[src/design/nsf_pkg.sv]
package nsf_pkg;

    // Framing characters
    localparam logic [7:0] NSF_SOF = 8'h24;
    localparam logic [7:0] NSF_SEP = 8'h2C;
    localparam logic [7:0] NSF_CKD = 8'h2A;
    localparam logic [7:0] NSF_CR = 8'h0D;
    localparam logic [7:0] NSF_LF = 8'h0A;
    // Stands in for any byte that would break the framing
    localparam logic [7:0] NSF_SUB = 8'h3F;
    localparam logic [7:0] NSF_PRINT_LO = 8'h20;
    localparam logic [7:0] NSF_PRINT_HI = 8'h7E;
    localparam logic [7:0] NSF_HEX_DIGIT = 8'h30;
    localparam logic [7:0] NSF_HEX_ALPHA = 8'h37;
    localparam logic [3:0] NSF_HEX_TEN = 4'hA;
    // Address is two talker plus three type characters
    localparam logic [2:0] NSF_ADDR_LAST = 3'h4;
    localparam logic [2:0] NSF_TYPE_POS = 3'h2;

    typedef enum logic [2:0] {
        NSF_GGA = 3'h0,
        NSF_GLL = 3'h1,
        NSF_GSA = 3'h2,
        NSF_GSV = 3'h3,
        NSF_VTG = 3'h4,
        NSF_RMC = 3'h5,
        NSF_ZDA = 3'h6,
        NSF_GNS = 3'h7
    } nsf_type_e;

    // Letters of each sentence type, indexed by nsf_type_e
    localparam logic [23:0] NSF_TYPE_CODE [8] = '{
        24'h474741, 24'h474C4C, 24'h475341, 24'h475356,
        24'h565447, 24'h524D43, 24'h5A4441, 24'h474E53
    };

    typedef enum logic [7:0] {
        NSF_IDLE = 8'h01,
        NSF_ADDR = 8'h02,
        NSF_DATA = 8'h04,
        NSF_STAR = 8'h08,
        NSF_CKHI = 8'h10,
        NSF_CKLO = 8'h20,
        NSF_CRET = 8'h40,
        NSF_LFEED = 8'h80
    } nsf_state_e;

    typedef struct packed {
        logic [15:0] talker;
        nsf_type_e stype;
    } nsf_cmd_s;

    typedef struct packed {
        logic [7:0] data;
        logic void_beat;
        logic field_end;
        logic sentence_end;
    } nsf_fld_s;

    typedef struct packed {
        nsf_state_e st;
        logic [2:0] idx;
        logic [39:0] addr;
        nsf_type_e stype;
        logic [7:0] ck;
        logic fstart;
        logic [7:0] tx_byte;
        logic tx_valid;
        logic cmd_ready;
        logic fld_ready;
        logic bad_char;
        logic busy;
    } nsf_reg_s;

    localparam nsf_reg_s NSF_REG_RESET = '{
        st: NSF_IDLE, idx: 3'h0, addr: 40'h0, stype: NSF_GGA, ck: 8'h00,
        fstart: 1'b0, tx_byte: 8'h00, tx_valid: 1'b0, cmd_ready: 1'b1,
        fld_ready: 1'b0, bad_char: 1'b0, busy: 1'b0
    };

endpackage

[src/design/nsf_framer.sv]
`timescale 1ns/1ps
module nsf_framer (
    input wire logic mclk,
    input wire logic rst_n,
    input nsf_pkg::nsf_cmd_s cmd,
    input wire logic cmd_valid,
    output logic cmd_ready,
    input nsf_pkg::nsf_fld_s fld,
    input wire logic fld_valid,
    output logic fld_ready,
    output logic [7:0] tx_byte,
    output logic tx_valid,
    input wire logic tx_ready,
    output logic bad_char,
    output logic busy
);
    import nsf_pkg::*;

    nsf_reg_s s_r;
    nsf_reg_s s_nxt;

    // Map anything outside printable text, or a framing character, to SUB
    function automatic logic [7:0] nsf_clean(input logic [7:0] b);
        logic bad;
        bad = (b < NSF_PRINT_LO) || (b > NSF_PRINT_HI) ||
              (b == NSF_SOF) || (b == NSF_CKD) || (b == NSF_SEP);
        return bad ? NSF_SUB : b;
    endfunction

    // Upper-case hex digit
    function automatic logic [7:0] nsf_hex(input logic [3:0] n);
        logic [7:0] w;
        w = {4'h0, n};
        return (n < NSF_HEX_TEN) ? (w + NSF_HEX_DIGIT) :
            (w + NSF_HEX_ALPHA);
    endfunction

    // Next-state logic; one byte is launched only while the output is empty
    always_comb begin
        logic free;
        logic emit;
        logic [7:0] eb;
        logic [23:0] code;
        free = 1'b0;
        emit = 1'b0;
        eb = 8'h00;
        code = 24'h0;
        s_nxt = s_r;
        s_nxt.bad_char = 1'b0;
        free = ~s_r.tx_valid;
        if (s_r.tx_valid && tx_ready) begin
            s_nxt.tx_valid = 1'b0;
        end
        case (s_r.st)
            NSF_IDLE: begin
                if (cmd_valid && s_r.cmd_ready) begin
                    code = NSF_TYPE_CODE[cmd.stype];
                    eb = NSF_SOF;
                    emit = 1'b1;
                    s_nxt.addr = {nsf_clean(cmd.talker[15:8]),
                                  nsf_clean(cmd.talker[7:0]), code};
                    s_nxt.stype = cmd.stype;
                    s_nxt.ck = 8'h00;
                    s_nxt.idx = 3'h0;
                    s_nxt.fstart = 1'b1;
                    s_nxt.st = NSF_ADDR;
                end
            end
            NSF_ADDR: begin
                if (free) begin
                    eb = s_r.addr[39:32];
                    emit = 1'b1;
                    s_nxt.addr = {s_r.addr[31:0], 8'h00};
                    s_nxt.ck = s_r.ck ^ eb;
                    if (s_r.idx == NSF_ADDR_LAST) begin
                        s_nxt.st = NSF_DATA;
                    end else begin
                        s_nxt.idx = s_r.idx + 3'h1;
                    end
                end
            end
            NSF_DATA: begin
                if (free && s_r.fstart) begin
                    // Every field, the first too, is led by a separator
                    eb = NSF_SEP;
                    emit = 1'b1;
                    s_nxt.ck = s_r.ck ^ NSF_SEP;
                    s_nxt.fstart = 1'b0;
                end else if (fld_valid && s_r.fld_ready) begin
                    if (!fld.void_beat) begin
                        eb = nsf_clean(fld.data);
                        emit = 1'b1;
                        s_nxt.ck = s_r.ck ^ eb;
                        s_nxt.bad_char = (eb != fld.data);
                    end
                    if (fld.field_end) begin
                        s_nxt.fstart = 1'b1;
                    end
                    if (fld.sentence_end) begin
                        s_nxt.fstart = 1'b0;
                        s_nxt.st = NSF_STAR;
                    end
                end
            end
            NSF_STAR: begin
                if (free) begin
                    eb = NSF_CKD;
                    emit = 1'b1;
                    s_nxt.st = NSF_CKHI;
                end
            end
            NSF_CKHI: begin
                if (free) begin
                    eb = nsf_hex(s_r.ck[7:4]);
                    emit = 1'b1;
                    s_nxt.st = NSF_CKLO;
                end
            end
            NSF_CKLO: begin
                if (free) begin
                    eb = nsf_hex(s_r.ck[3:0]);
                    emit = 1'b1;
                    s_nxt.st = NSF_CRET;
                end
            end
            NSF_CRET: begin
                if (free) begin
                    eb = NSF_CR;
                    emit = 1'b1;
                    s_nxt.st = NSF_LFEED;
                end
            end
            NSF_LFEED: begin
                if (free) begin
                    eb = NSF_LF;
                    emit = 1'b1;
                    s_nxt.st = NSF_IDLE;
                end
            end
            default: begin
                s_nxt = NSF_REG_RESET;
            end
        endcase
        if (emit) begin
            s_nxt.tx_byte = eb;
            s_nxt.tx_valid = 1'b1;
        end
        // Readies are registered, so they look at the next output state;
        // this costs one idle cycle per byte, far below any UART rate
        s_nxt.cmd_ready = (s_nxt.st == NSF_IDLE) && !s_nxt.tx_valid;
        s_nxt.fld_ready = (s_nxt.st == NSF_DATA) && !s_nxt.fstart &&
                          !s_nxt.tx_valid;
        s_nxt.busy = (s_nxt.st != NSF_IDLE);
    end

    // State register
    always_ff @(posedge mclk or negedge rst_n) begin
        if (!rst_n) begin
            s_r <= NSF_REG_RESET;
        end else begin
            s_r <= s_nxt;
        end
    end

    assign cmd_ready = s_r.cmd_ready;
    assign fld_ready = s_r.fld_ready;
    assign tx_byte = s_r.tx_byte;
    assign tx_valid = s_r.tx_valid;
    assign bad_char = s_r.bad_char;
    assign busy = s_r.busy;

    // Output stays printable except for the terminator pair
    a_tx_printable: assert property (
        @(posedge mclk) disable iff (!rst_n)
        tx_valid |-> ((tx_byte >= NSF_PRINT_LO && tx_byte <= NSF_PRINT_HI)
            || tx_byte == NSF_CR || tx_byte == NSF_LF))
        else $error("non printable byte on output");

    // Accepted command launches the start byte next cycle
    a_start_byte: assert property (
        @(posedge mclk) disable iff (!rst_n)
        (cmd_valid && cmd_ready) |=> (tx_valid && tx_byte == NSF_SOF))
        else $error("start byte missing after command");

    // First address character follows the start byte
    a_addr_follows: assert property (
        @(posedge mclk) disable iff (!rst_n)
        (tx_valid && tx_ready && s_r.st == NSF_ADDR && s_r.idx == 3'h0)
        |=> ##1 (tx_valid && tx_byte == $past(s_r.addr[39:32], 2)))
        else $error("talker character not sent after start");

    // Third address character is the first letter of the type
    a_type_code: assert property (
        @(posedge mclk) disable iff (!rst_n)
        (s_r.st == NSF_ADDR && s_r.idx == NSF_TYPE_POS && !tx_valid)
        |=> (tx_byte == NSF_TYPE_CODE[s_r.stype][23:16]))
        else $error("sentence type letter wrong");

    // Separator leads each field
    a_field_sep: assert property (
        @(posedge mclk) disable iff (!rst_n)
        (s_r.st == NSF_DATA && s_r.fstart && !tx_valid)
        |=> (tx_valid && tx_byte == NSF_SEP && !fld_ready))
        else $error("field separator missing");

    // High checksum digit comes two cycles after the delimiter is taken
    a_cksum_hi: assert property (
        @(posedge mclk) disable iff (!rst_n)
        (tx_valid && tx_ready && tx_byte == NSF_CKD)
        |=> ##1 (tx_valid && tx_byte == nsf_hex(s_r.ck[7:4])))
        else $error("checksum high digit wrong");

    // LF follows CR and the framer then returns to idle
    a_crlf_end: assert property (
        @(posedge mclk) disable iff (!rst_n)
        (tx_valid && tx_ready && tx_byte == NSF_CR)
        |=> ##1 (tx_valid && tx_byte == NSF_LF && !busy))
        else $error("line feed not sent after carriage return");

    // CR comes straight after the low checksum digit
    a_cr_after_ck: assert property (
        @(posedge mclk) disable iff (!rst_n)
        (s_r.st == NSF_CRET && tx_valid && tx_ready)
        |=> ##1 (tx_valid && tx_byte == NSF_CR))
        else $error("carriage return not after checksum");

endmodule

[config.mk]
export PLATFORM = sky130hd
export DESIGN_NAME = nsf_framer
export DESIGN_NICKNAME = d
export VERILOG_FILES = /design/src/design/nsf_pkg.sv /design/src/design/nsf_framer.sv
export SDC_FILE = /design/constraint.sdc
export NUM_CORES = 1
export LEC_CHECK = 0
export ABC_AREA = 1
export BUFFER_PORTS_ARGS = -buffer_cell sky130_fd_sc_hd__clkbuf_2
export CAP_MARGIN = 20
export CORE_UTILIZATION = 35
export DETAILED_ROUTE_END_ITERATION = 8
export GPL_TIMING_DRIVEN = 0
export SETUP_SLACK_MARGIN = 0.2
export SYNTH_ARGS = -nofsm -noshare
export SYNTH_HDL_FRONTEND = slang
export SYNTH_SLANG_ARGS = --single-unit
[constraint.sdc]
create_clock -name mclk -period 2.1 [get_ports mclk]
set_clock_uncertainty 0.05 [all_clocks]
set_input_delay 0.105 -clock mclk [delete_from_list [all_inputs] [get_ports mclk]]
set_output_delay 0.105 -clock mclk [all_outputs]
set_load 0.005 [all_outputs]
* After elaboration in Yosys (flattened, before gate mapping)
Memory sizes are Yosys's and may differ from the RTL's.
Cells that the tools add are included.
W data, S select, Z words.
** Word-level totals
- Register bits :: 73
- ROM bits :: 192
- Input port bits :: 35
- Memories kept :: 1
** Cells by class
- $add $sub $neg :: 5
- $lt $le $gt $ge :: 9
- Equality and inequality tests :: 31
- Multiplexer cells :: 53
- Bitwise logic cells :: 7
- Reduce and logical (&&, ||, !) cells :: 29
** Memory list
- (name not given) :: words 8, bits a word 24, read ports 1, clocked after memory_dff 0, wr ports 0, line nsf_framer.sv:57 : code = NSF_TYPE_CODE[cmd.stype];
** Operator list (number)
- $mux W8 :: 18
- $pmux W43 S3 :: 1
- $pmux W8 S8 :: 2
- $eq A8 B6 Y1 const B :: 10
- $mux W63 :: 1
- $mux W51 :: 1
- $mux W24 :: 2
- $pmux W8 S4 :: 1
- $add A4 B6 Y7 const B :: 4
- $mux W7 :: 4
- $mux W9 :: 3
- $gt A8 B7 Y1 const B :: 3
- $lt A8 B6 Y1 const B :: 3
- $eq A8 B1 Y1 const B :: 2
- $eq A8 B3 Y1 const B :: 2
- $xor A8 B8 Y8 :: 2
- $logic_or A1 B1 Y1 :: 12
- $mux W1 :: 12
- $mux W6 :: 2
- $ne A2 B2 Y1 const B :: 6
- $reduce_or A6 Y1 :: 2
- $mux W11 :: 1
- $eq A8 B2 Y1 const B :: 1
- $eq A8 B4 Y1 const B :: 1
- other kinds (25) :: 38

* Depth between registers and ports, before layout
Gate-level depths: netlist (run 1).
- Word-level depth :: 14
- Mapped depth :: 13
- Mapped depth without buffers :: 12

* Worst setup path before layout (run 1)
No wires, ideal clock.
- Kind :: register to register
- Start :: register s_r[68] (netlist name)
- End :: register s_r[39] (netlist name)
- Library setup time :: 0.128 ns
- Data arrival time :: 1.478 ns
- Required time :: 1.922 ns
- Path slack :: 0.445 ns
- Cell stages (with the launch flop) :: 13
- Buffers on the path :: 1
- Path through :: dfstp_2 -> nor2_2 -> nand2_2 -> inv_2 -> nand2_1 -> nand3_1 -> nor2_4 -> nand2_4 -> inv_2 -> nand2_4 -> buf_6 -> nand2_1 -> nand3_1
** Between the ends
- Longest elaborated chain between the ends :: 4
- Elaborated cells between the ends (all ways) :: 14
- Those cells by class :: eq/ne: 10; mux: 1; bitwise: 1; reduce/logical: 2
** Ends and longest elaborated chain
- start, declared :: line nsf_framer.sv:19 : nsf_reg_s s_r;
- start signal, assigned :: line nsf_framer.sv:161 : s_r <= s_nxt;
- $eq A8 B8 Y1 (tied with other cells) :: line nsf_framer.sv:54 : case (s_r.st)
- $reduce_or A6 Y1 (no source line)
- $not A1 Y1 (no source line)
- $reduce_and A3 Y1 (no source line)
Several ways; a longest one is shown, not always the timed one.
A chain may end at the register's enable or synchronous reset.

* Worst setup path after layout (run 1)
- Start :: register s_r[68] (netlist name)
- End :: register s_r[27] (netlist name)
The elaborated chain is that of the path after synthesis.

==> results of run 1 <==
## stage by stage
step / utilization [%] / cell area (um^2) / power, W / instances
2_1_floorplan: - / 4324 / 0.003181 / 602
3_3_place_gp: 39.49 / 4743 / 0.003708 / 796
3_5_place_dp: 39.74 / 4773 / 0.003750 / 797
4_1_cts: 42.18 / 5066 / 0.005203 / 814
5_1_grt: 44.70 / 5369 / 0.006063 / 823
6_report: 44.70 / 5369 / 0.005659 / 823
## timing repair
item,4_1_cts,5_1_grt
gates cloned,0,2
pin swaps,0,9
gates resized for setup,3,46
setup endpoints to repair,21,50
hold buffers,1,0
endpoints found under the hold margin,67,0
buffers inserted,0,7
## kinds of logic (layout without fill, tap and decap cells)
kind of cell             Yosys count  in the layout  share of synthesized area [%]
AO/OA/AOI/OAI                     53             53                          7.176
XOR/XNOR                           8              8                          1.620
adder cells (fa/ha/maj)            9              9                          2.604
buffers and inverters             85            159                          8.854
flip-flops                        69             69                          39.99
AND/OR/NAND/NOR                  378            378                          39.76
## Yosys cell counts
cell type | number | share of area, %
nand3b_1 | 12 | 2.1
clkbuf_1 | 4 | 0.35
buf_2 | 7 | 0.81
clkinv_1 | 2 | 0.17
nor4_1 | 1 | 0.14
buf_6 | 3 | 0.78
a22oi_1 | 1 | 0.17
o32ai_1 | 1 | 0.20
inv_2 | 13 | 1.1
nor2_1 | 39 | 3.4
inv_1 | 47 | 4.1
o21ai_2 | 1 | 0.20
a21oi_1 | 8 | 0.93
o21a_1 | 2 | 0.35
nor2_4 | 3 | 0.78
dfstp_2 | 2 | 1.2
nor2_2 | 6 | 0.87
a211oi_1 | 1 | 0.17
o21ai_0 | 16 | 1.9
nor3_2 | 2 | 0.46
xor2_1 | 8 | 1.6
dfrtp_1 | 67 | 39
ha_1 | 9 | 2.6
and3_1 | 1 | 0.14
nand3_2 | 4 | 0.93
inv_4 | 1 | 0.14
o22ai_1 | 5 | 0.72
o21ai_1 | 9 | 1.0
nand3_1 | 65 | 7.5
o31ai_1 | 3 | 0.52
nor3_1 | 3 | 0.35
a31oi_1 | 1 | 0.14
nand2_4 | 4 | 1.0
o211ai_1 | 5 | 0.87
buf_4 | 8 | 1.4
nand2_1 | 214 | 19
nand4_1 | 21 | 3.0
nand2_2 | 3 | 0.43
## critical path, stage by stage, from the launching register on
cell and delay, ns:
dfstp_2 0.56, nor2_4 0.05, nand2_2 0.11, inv_4 0.06
nand2_4 0.07, nand3_4 0.08, nor2_4 0.18, nand2_4 0.10
inv_4 0.09, nand2_8 0.09, clkbuf_16 0.18, nand2_1 0.05
o21ai_1 0.05
## state kept, by name, indices dropped and copies added, names as in the netlist
register / cells
cmd_ready: 1
busy: 1
tx_byte: 8
fld_ready: 1
tx_valid: 1
s_r: 56
bad_char: 1
## area by class of cell
| class | count | area share, % |
|---|---|---|
| Buffer | 22 | 3.100 |
| Timing Repair Buffer | 58 | 7.341 |
| Clock inverter | 4 | 0.4195 |
| Sequential cell | 69 | 32.21 |
| Inverter | 63 | 4.591 |
| Multi-Input combinational cell | 448 | 44.14 |
| Tap cell | 147 | 3.426 |
| Clock buffer | 12 | 4.777 |
## power breakdown
part / switching [W] / leakage [nW] / internal, W
Sequential: 0.000260 / 0.931 / 0.00168
Clock: 0.000562 / 0.138 / 0.000857
Combinational: 0.00137 / 1.81 / 0.000929
## how the worst min path moves through the flow
stage | endpoint | slack, ns | cells past startpoint
finish | s_r[63] | 0.06 | 3
global route | s_r[71] | 0.07 | 3
CTS | s_r[52] | 0.04 | 4
detailed placement | s_r[73] | -0.04 | 1
global placement | s_r[52] | 0.40 | 4
floorplan | bad_char | -0.24 | 0
## per-layer routing
layer,vias to the layer above,GRT usage (%)
met4,0,6.053
met2,84,32.31
li1,2091,-
met3,13,4.874
met1,1929,23.73
met5,-,0
==> results.cfg, run 1 <==
[setup_path]
rr_startpoint = s_r[68]
setup.worst_path.start_class = flip-flop
end_kind = flip-flop
r2r_end = s_r[27]
worstPathMaxFanout = 8
crit_arrival_ns = 2.03
cp-startpoint = s_r[68]
r2r_slack_ns = 0.24
required_ns = 2.27
critPathCapture = s_r[27]
path_class = reg2reg
r2r_cells = 12

[floorplan]
start_util_pct = 36.00
dieArea_um2 = 12800
ios = 48
coreArea_um2 = 12010
num_rows = 40
die_w_um = 113.2
die_h_um = 113.2

[layout]
register_area_um2 = 1729
multi_input_area_um2 = 2370
drive_gt1_share_pct = 22.78
layout.nets = 715
diodes = 0
fillCellCount = 1229
syn_to_final_growth_pct = 24.16
final_common_cell = nand2_1
final_cell_mix = nand2_1 (201), dfrtp_1 (67), nand3_1 (57)

[route]
viasPerCell = 5.002
met2_length_um = 5566
wl_met3_um = 506
top_layer_used = met4
first_pass_iters = 5
drtIter0Drc = 261
drt-total-wl_um = 11520
wl_met1_um = 5257
num_vias = 4117
ant_nets = 0
drc = 0
wire_per_inst_um = 13.99

[timing]
fin_crit_sh_pct = 88.45
fin_tns_setup_ns = 0
rsz0062_at_grt = yes
worst_pin_slew_ns = 0.4418
hold_viol = 0
max_slew_margin_pct = 70.23
drv_slew = 0
min_period_ns = 1.857
fmax_mhz = 538.4
setup_slack_ns = 0.2425
hold_slack_ns = 0.05985
setup_violations = 0

[global_routing]
first_global_vias = 4036
grt_use_total_pct = 19.06
grt_max_degree = 57
antenna_found_initial = 0
gr-total-overflow = 0
grt_pass1_wl_um = 19140

[status]
status = completed

[min_path]
min_from = cmd[17]
hold_path_class = in2reg

[cts]
path_clk_slew_ns = 0.05
cts_buffers = 9
clock_latency_ns = 0.34
cts_tree = built
htreeDepth = 3
clkSinkCount = 69
cts_root_buf = clkbuf_16
cts_buffer_depth = 2

[placement]
port_buffers = 47
place.gp.congestion = 0.8927
post-place-ws_ns = 0.04980
dp_hpwl_um = 8645

[power]
leakage_nw = 2.874
powerDensity_nw_per_um2 = 1054
ir_worst_vdd_uv = 395.2

[synth]
synth_nets = 646
syn_inst = 602
ys_ff_latch = 69
syn_avg_cell_area_um2 = 7.183
synth_seq_area_share_pct = 39.99
synth.distinct_cells = 38
syn_area_um2 = 4324
yosysWarnings = 0

[flow_run]
maxCapViolCount = 0
No activity file was read; power rests on OpenSTA's default activity.
==> run 2: changes to the inputs <==
- CORE_UTILIZATION: 35 -> 30
==> results.cfg, run 2 (synthesis results as in run 1) <==
[setup_path]
worstPathMaxFanout = 10
cp_top_family = simple AND/OR/NAND/NOR gates
end_kind = flip-flop
cp_num_buf_inv = 2
setup.worst_path.start_class = flip-flop
path_class = reg2reg
crit_chain = nor2_4, nand4_1, nand3_2, nor2_4, nand2_4, inv_4, nand2_4, buf_6, nand2_1, nand3_1
r2r_slack_ns = 0.26
crit_arrival_ns = 2.01
cp-startpoint = s_r[68]
rr_startpoint = s_r[68]
cp_slowest_stage_delay_ns = 0.55
required_ns = 2.26
cp_slowest_cell = dfstp_2

[floorplan]
ios = 48
start_util_pct = 30.91
num_rows = 43
coreArea_um2 = 13990
die_w_um = 122.1
die_h_um = 122.1
dieArea_um2 = 14900

[global_routing]
grt_max_degree = 39
first_global_vias = 3766
grt_use_total_pct = 15.87
top_usage_layer = met2
met1_usage_pct = 20.99
gr-total-overflow = 0
gr-usage-met2_pct = 25.28
antenna_found_initial = 0
grt_pass1_wl_um = 18260
use_met3_pct = 3.652

[layout]
largest_register_ffs = 56
largest-register = s_r
fillCellCount = 1503
reg_top3 = s_r x56, tx_byte x8
final_common_cell = nand2_1
drive_gt1_share_pct = 20.27
fin_util_pct = 37.59
final_cell_mix = nand2_1 (211), dfrtp_1 (67), nand3_1 (63)
layout.nets = 710
diodes = 0
register_area_um2 = 1729
syn_to_final_growth_pct = 21.59
multi_input_area_um2 = 2275

[timing]
fin_tns_setup_ns = 0
setup_slack_ns = 0.2552
setup_violations = 0
min_period_ns = 1.845
rsz0062_at_grt = yes
drv_slew = 0
worst_pin_slew_ns = 0.4595
max_slew_margin_pct = 69.04
fin_crit_sh_pct = 87.85
hold_viol = 0
fmax_mhz = 542.1

[status]
status = completed

[cts]
cts_buffers = 9
clkSinkCount = 69
path_clk_slew_ns = 0.06
cts_root_buf = clkbuf_16
cts_tree = built
htreeDepth = 3
clock_latency_ns = 0.34
cts_buffer_depth = 2

[route]
num_vias = 4067
drt-total-wl_um = 11250
wire_per_inst_um = 13.22
drtIter0Drc = 315
ant_nets = 0
first_pass_iters = 5
viasPerCell = 4.779
drc = 0

[placement]
post-place-ws_ns = 0.06560
dp_hpwl_um = 8547
place.gp.congestion = 0.8491
port_buffers = 47

[min_path]
hold_path_class = in2reg
min_from = cmd[2]

[flow_run]
maxCapViolCount = 0

[power]
ir_worst_vdd_uv = 455.9
leakage_nw = 2.751
powerDensity_nw_per_um2 = 1050
-- run 2: cell count changes in the layout (fill, tap and decap cells not counted), moves of 2 or more --
cell       before  now
clkinv_4        0    2
clkbuf_8        2    0
nor2_1         39   37
clkbuf_16      11    9
buf_2           4    6
nand3_1        57   63
nand3_4         2    0
nand2_2        11    4
bufinv_16       0    2
nand3_2        10    6
clkinv_2        3    1
nor2_2          2    4
nand2_1       201  211
nand2_4         8    6
-- run 2: path summary, 6_finish.rpt --
kind,to,cells after the start
worst max-delay path,s_r[47],10
worst min-delay path,s_r[28],4
worst max register to register,s_r[47],10
worst min register to register,s_r[29],2
max in group asynchronous,s_r[14],3
min in group asynchronous,tx_valid,2
-- run 2: cell type report --
| cell class | count | share of cell area [%] |
|---|---|---|
| Inverter | 63 | 4.688 |
| Clock buffer | 9 | 4.284 |
| Tap cell | 180 | 4.284 |
| Sequential cell | 69 | 32.89 |
| Multi-Input combinational cell | 448 | 43.27 |
| Timing Repair Buffer | 53 | 5.664 |
| Clock inverter | 7 | 1.880 |
| Buffer | 22 | 3.046 |
-- run 2: through the flow --
step	std cells	hold slack, ns	total power [W]	cell area (um^2)
floorplan	602	-0.2406	0.003181	4324
global placement	829	0.3935	0.003735	4785
detailed placement	830	0.07268	0.003761	4807
CTS	847	0.04851	0.005447	5145
global route	851	0.07387	0.005904	5258
finish	851	0.06279	0.005521	5258
-- run 2: worst min-delay path, stage by stage --
cell      delay, ns
clkbuf_2       0.08
inv_1          0.08
nand3_1        0.09
nand2_1        0.05
-- run 2: routing by layer --
layer	part of all wire, %	vias to the layer above
li1	-	2086
met1	47	1863
met5	0	-
met2	46	101
met3	4.7	17
met4	2.1	0
-- run 2: what timing repair did --
item	CTS	global route
hold endpoints to repair	29	0
resized for setup	3	23
pin swaps	0	5
setup endpoints to repair	22	53
buffers inserted	0	4
hold buffers	1	0
-- run 2: power breakdown --
part,switching (W),internal (W)
Sequential,0.000237,0.00168
Combinational,0.00126,0.000695
Clock,0.000608,0.00105
Total,0.00210,0.00342
==> run 3: changes to the inputs <==
--- a/config.mk
+++ b/config.mk
@@ -9,7 +9,9 @@
 export BUFFER_PORTS_ARGS = -buffer_cell sky130_fd_sc_hd__clkbuf_2
 export CAP_MARGIN = 20
+export CORE_MARGIN = 8
 export CORE_UTILIZATION = 30
 export DETAILED_ROUTE_END_ITERATION = 8
 export GPL_TIMING_DRIVEN = 0
+export RECOVER_POWER = 50
 export SETUP_SLACK_MARGIN = 0.2
 export SYNTH_ARGS = -nofsm -noshare
==> constraint.sdc (replaced) <==
create_clock -name mclk -period 2.1 [get_ports mclk]
set_clock_uncertainty 0.05 [all_clocks]
set_input_delay 0 -clock mclk [delete_from_list [all_inputs] [get_ports mclk]]
set_output_delay 0 -clock mclk [all_outputs]
set_load 0.005 [all_outputs]
==> results.cfg, run 3 (synthesis results as in run 1) <==
[power]
combinationalPowerShare_pct = 35.5
leakage_nw = 2.789
ir_worst_vdd_uv = 439.5
intPower_w = 0.003466
pwr-share-seq_pct = 34.5
clockPowerShare_pct = 30.0
p_switching_w = 0.002054
powerDensity_nw_per_um2 = 1031
swShare_pct = 37.21

[layout]
register_area_um2 = 1729
fin_util_pct = 37.40
final_common_cell = nand2_1
fin_cells = 869
multi_input_area_um2 = 2247
final_cell_mix = nand2_1 (211), dfrtp_1 (67), nand3_1 (63)
fillCellCount = 1514
largest-register = s_r
layout.nets = 724
largest_register_ffs = 56
reg_top3 = s_r x56, tx_byte x8
drive_gt1_share_pct = 19.12
syn_to_final_growth_pct = 23.81
diodes = 0
stdcell_area_um2 = 5354

[timing]
fin_crit_sh_pct = 87.97
setup_violations = 0
rsz0062_at_grt = yes
hold_viol = 0
fin_tns_setup_ns = 0
min_period_ns = 1.847
fmax_mhz = 541.3
hold_slack_ns = 0.008936
max_slew_margin_pct = 47.66
worst_pin_slew_ns = 0.7851
drv_slew = 0

[setup_path]
cp_num_buf_inv = 2
crit_chain = nor2_2, nand4_1, nand3_2, nor2_4, nand2_4, inv_2, nand2_4, buf_6, nand2_1, nand3_1
r2r_slack_ns = 0.25
path_class = reg2reg
worst-path-stages = 10
cp_slowest_cell = dfstp_2
crit_top_cell = nand2_4
cp-startpoint = s_r[68]
crit_arrival_ns = 2.00
required_ns = 2.25
cp_top_family = simple AND/OR/NAND/NOR gates
worstPathMaxFanout = 10
critPathCapture = s_r[42]
cp_slowest_stage_delay_ns = 0.54
setup.worst_path.start_class = flip-flop
r2r_end = s_r[42]
rr_startpoint = s_r[68]
r2r_cells = 10
end_kind = flip-flop

[floorplan]
num_rows = 44
coreArea_um2 = 14310
ios = 48
start_util_pct = 30.21
die_w_um = 136.1
die_h_um = 136.1
dieArea_um2 = 18510

[cts]
cts_root_buf = clkbuf_16
cts_buffer_depth = 2
htreeDepth = 3
cts_tree = built
clock_latency_ns = 0.33
path_clk_slew_ns = 0.06
clkSinkCount = 69
cts_buffers = 9

[route]
drc = 0
num_vias = 4088
ant_nets = 0
drt-total-wl_um = 11510
drtIter0Drc = 251
viasPerCell = 4.704
first_pass_iters = 4
wire_per_inst_um = 13.25

[global_routing]
first_global_vias = 3941
grt_max_degree = 58
top_usage_layer = met2
gr-usage-met2_pct = 21.24
antenna_found_initial = 0
gr-total-overflow = 0
grt_use_total_pct = 12.92
met1_usage_pct = 16.27
grt_pass1_wl_um = 19150
use_met3_pct = 3.252

[placement]
dp_hpwl_um = 8787
port_buffers = 47
post-place-cells = 834
place.gp.congestion = 0.8376
place_area_um2 = 4820

[min_path]
hold_path_class = in2reg

[flow_run]
maxCapViolCount = 0

[status]
status = completed
==> run 3: changes by cell type in the layout (fill, tap and decap cells not counted), sizes merged <==
cell,delta
inv,-1
buf,-3
dlygate4sd3,+14
clkbuf,+4
==> run 3: power by group through the flow <==
stage | Combinational, W | Clock (W) | Sequential [W]
floorplan | 0.00131 | 0 | 0.00187
global placement | 0.00181 | 0 | 0.00192
detailed placement | 0.00183 | 0 | 0.00193
CTS | 0.00187 | 0.00168 | 0.00191
global route | 0.00219 | 0.00174 | 0.00195
finish | 0.00196 | 0.00165 | 0.00190
==> run 3: cell type report <==
type	count	share of cell area [%]
flip-flops and latches	69	32.30
inverters	63	4.510
clock inverters	6	1.613
plain buffers	22	3.015
multi-input cells	448	41.97
repair buffers	67	7.829
well taps	184	4.300
clock buffers	10	4.464
==> run 3: how the worst min path moves through the flow <==
stage,slack (ns),depth (start not counted),from,to
CTS,0.006,4,cmd[16],s_r[62]
global route,0.03,4,cmd[13],s_r[59]
floorplan,-0.35,0,rst_n,bad_char
detailed placement,-0.15,1,rst_n,s_r[72]
finish,0.009,4,cmd[16],s_r[62]
global placement,0.29,3,cmd[17],s_r[63]
==> run 3: worst reg2reg max path, delay by kind of cell, from the launching register on <==
family                 cells  cell delay (ns)
DFF                        1             0.54
and+or+nand+nor            8             0.90
buffers and inverters      2             0.24
==> run 3: per-layer routing <==
| layer | wire (um) | vias up |
|---|---|---|
| met5 | 0 | - |
| met4 | 163 | 0 |
| met3 | 615 | 14 |
| met2 | 5523 | 80 |
| met1 | 5209 | 1878 |
| li1 | - | 2116 |
==> run 3: timing repair <==
item | CTS | global route
resized for setup | 5 | 14
setup endpoints to repair | 23 | 51
buffers inserted | 0 | 4
hold buffers | 15 | 0
pin swaps | 0 | 3
endpoints found under the hold margin | 80 | 0
==> run 3: per-stage QoR <==
stage | power [W] | worst slack [ns]
2_1_floorplan | 0.003181 | 0.4445
3_3_place_gp | 0.003726 | 0.003513
3_5_place_dp | 0.003758 | 0.003841
4_1_cts | 0.005456 | 0.1823
5_1_grt | 0.005887 | 0.1280
6_report | 0.005520 | 0.2526
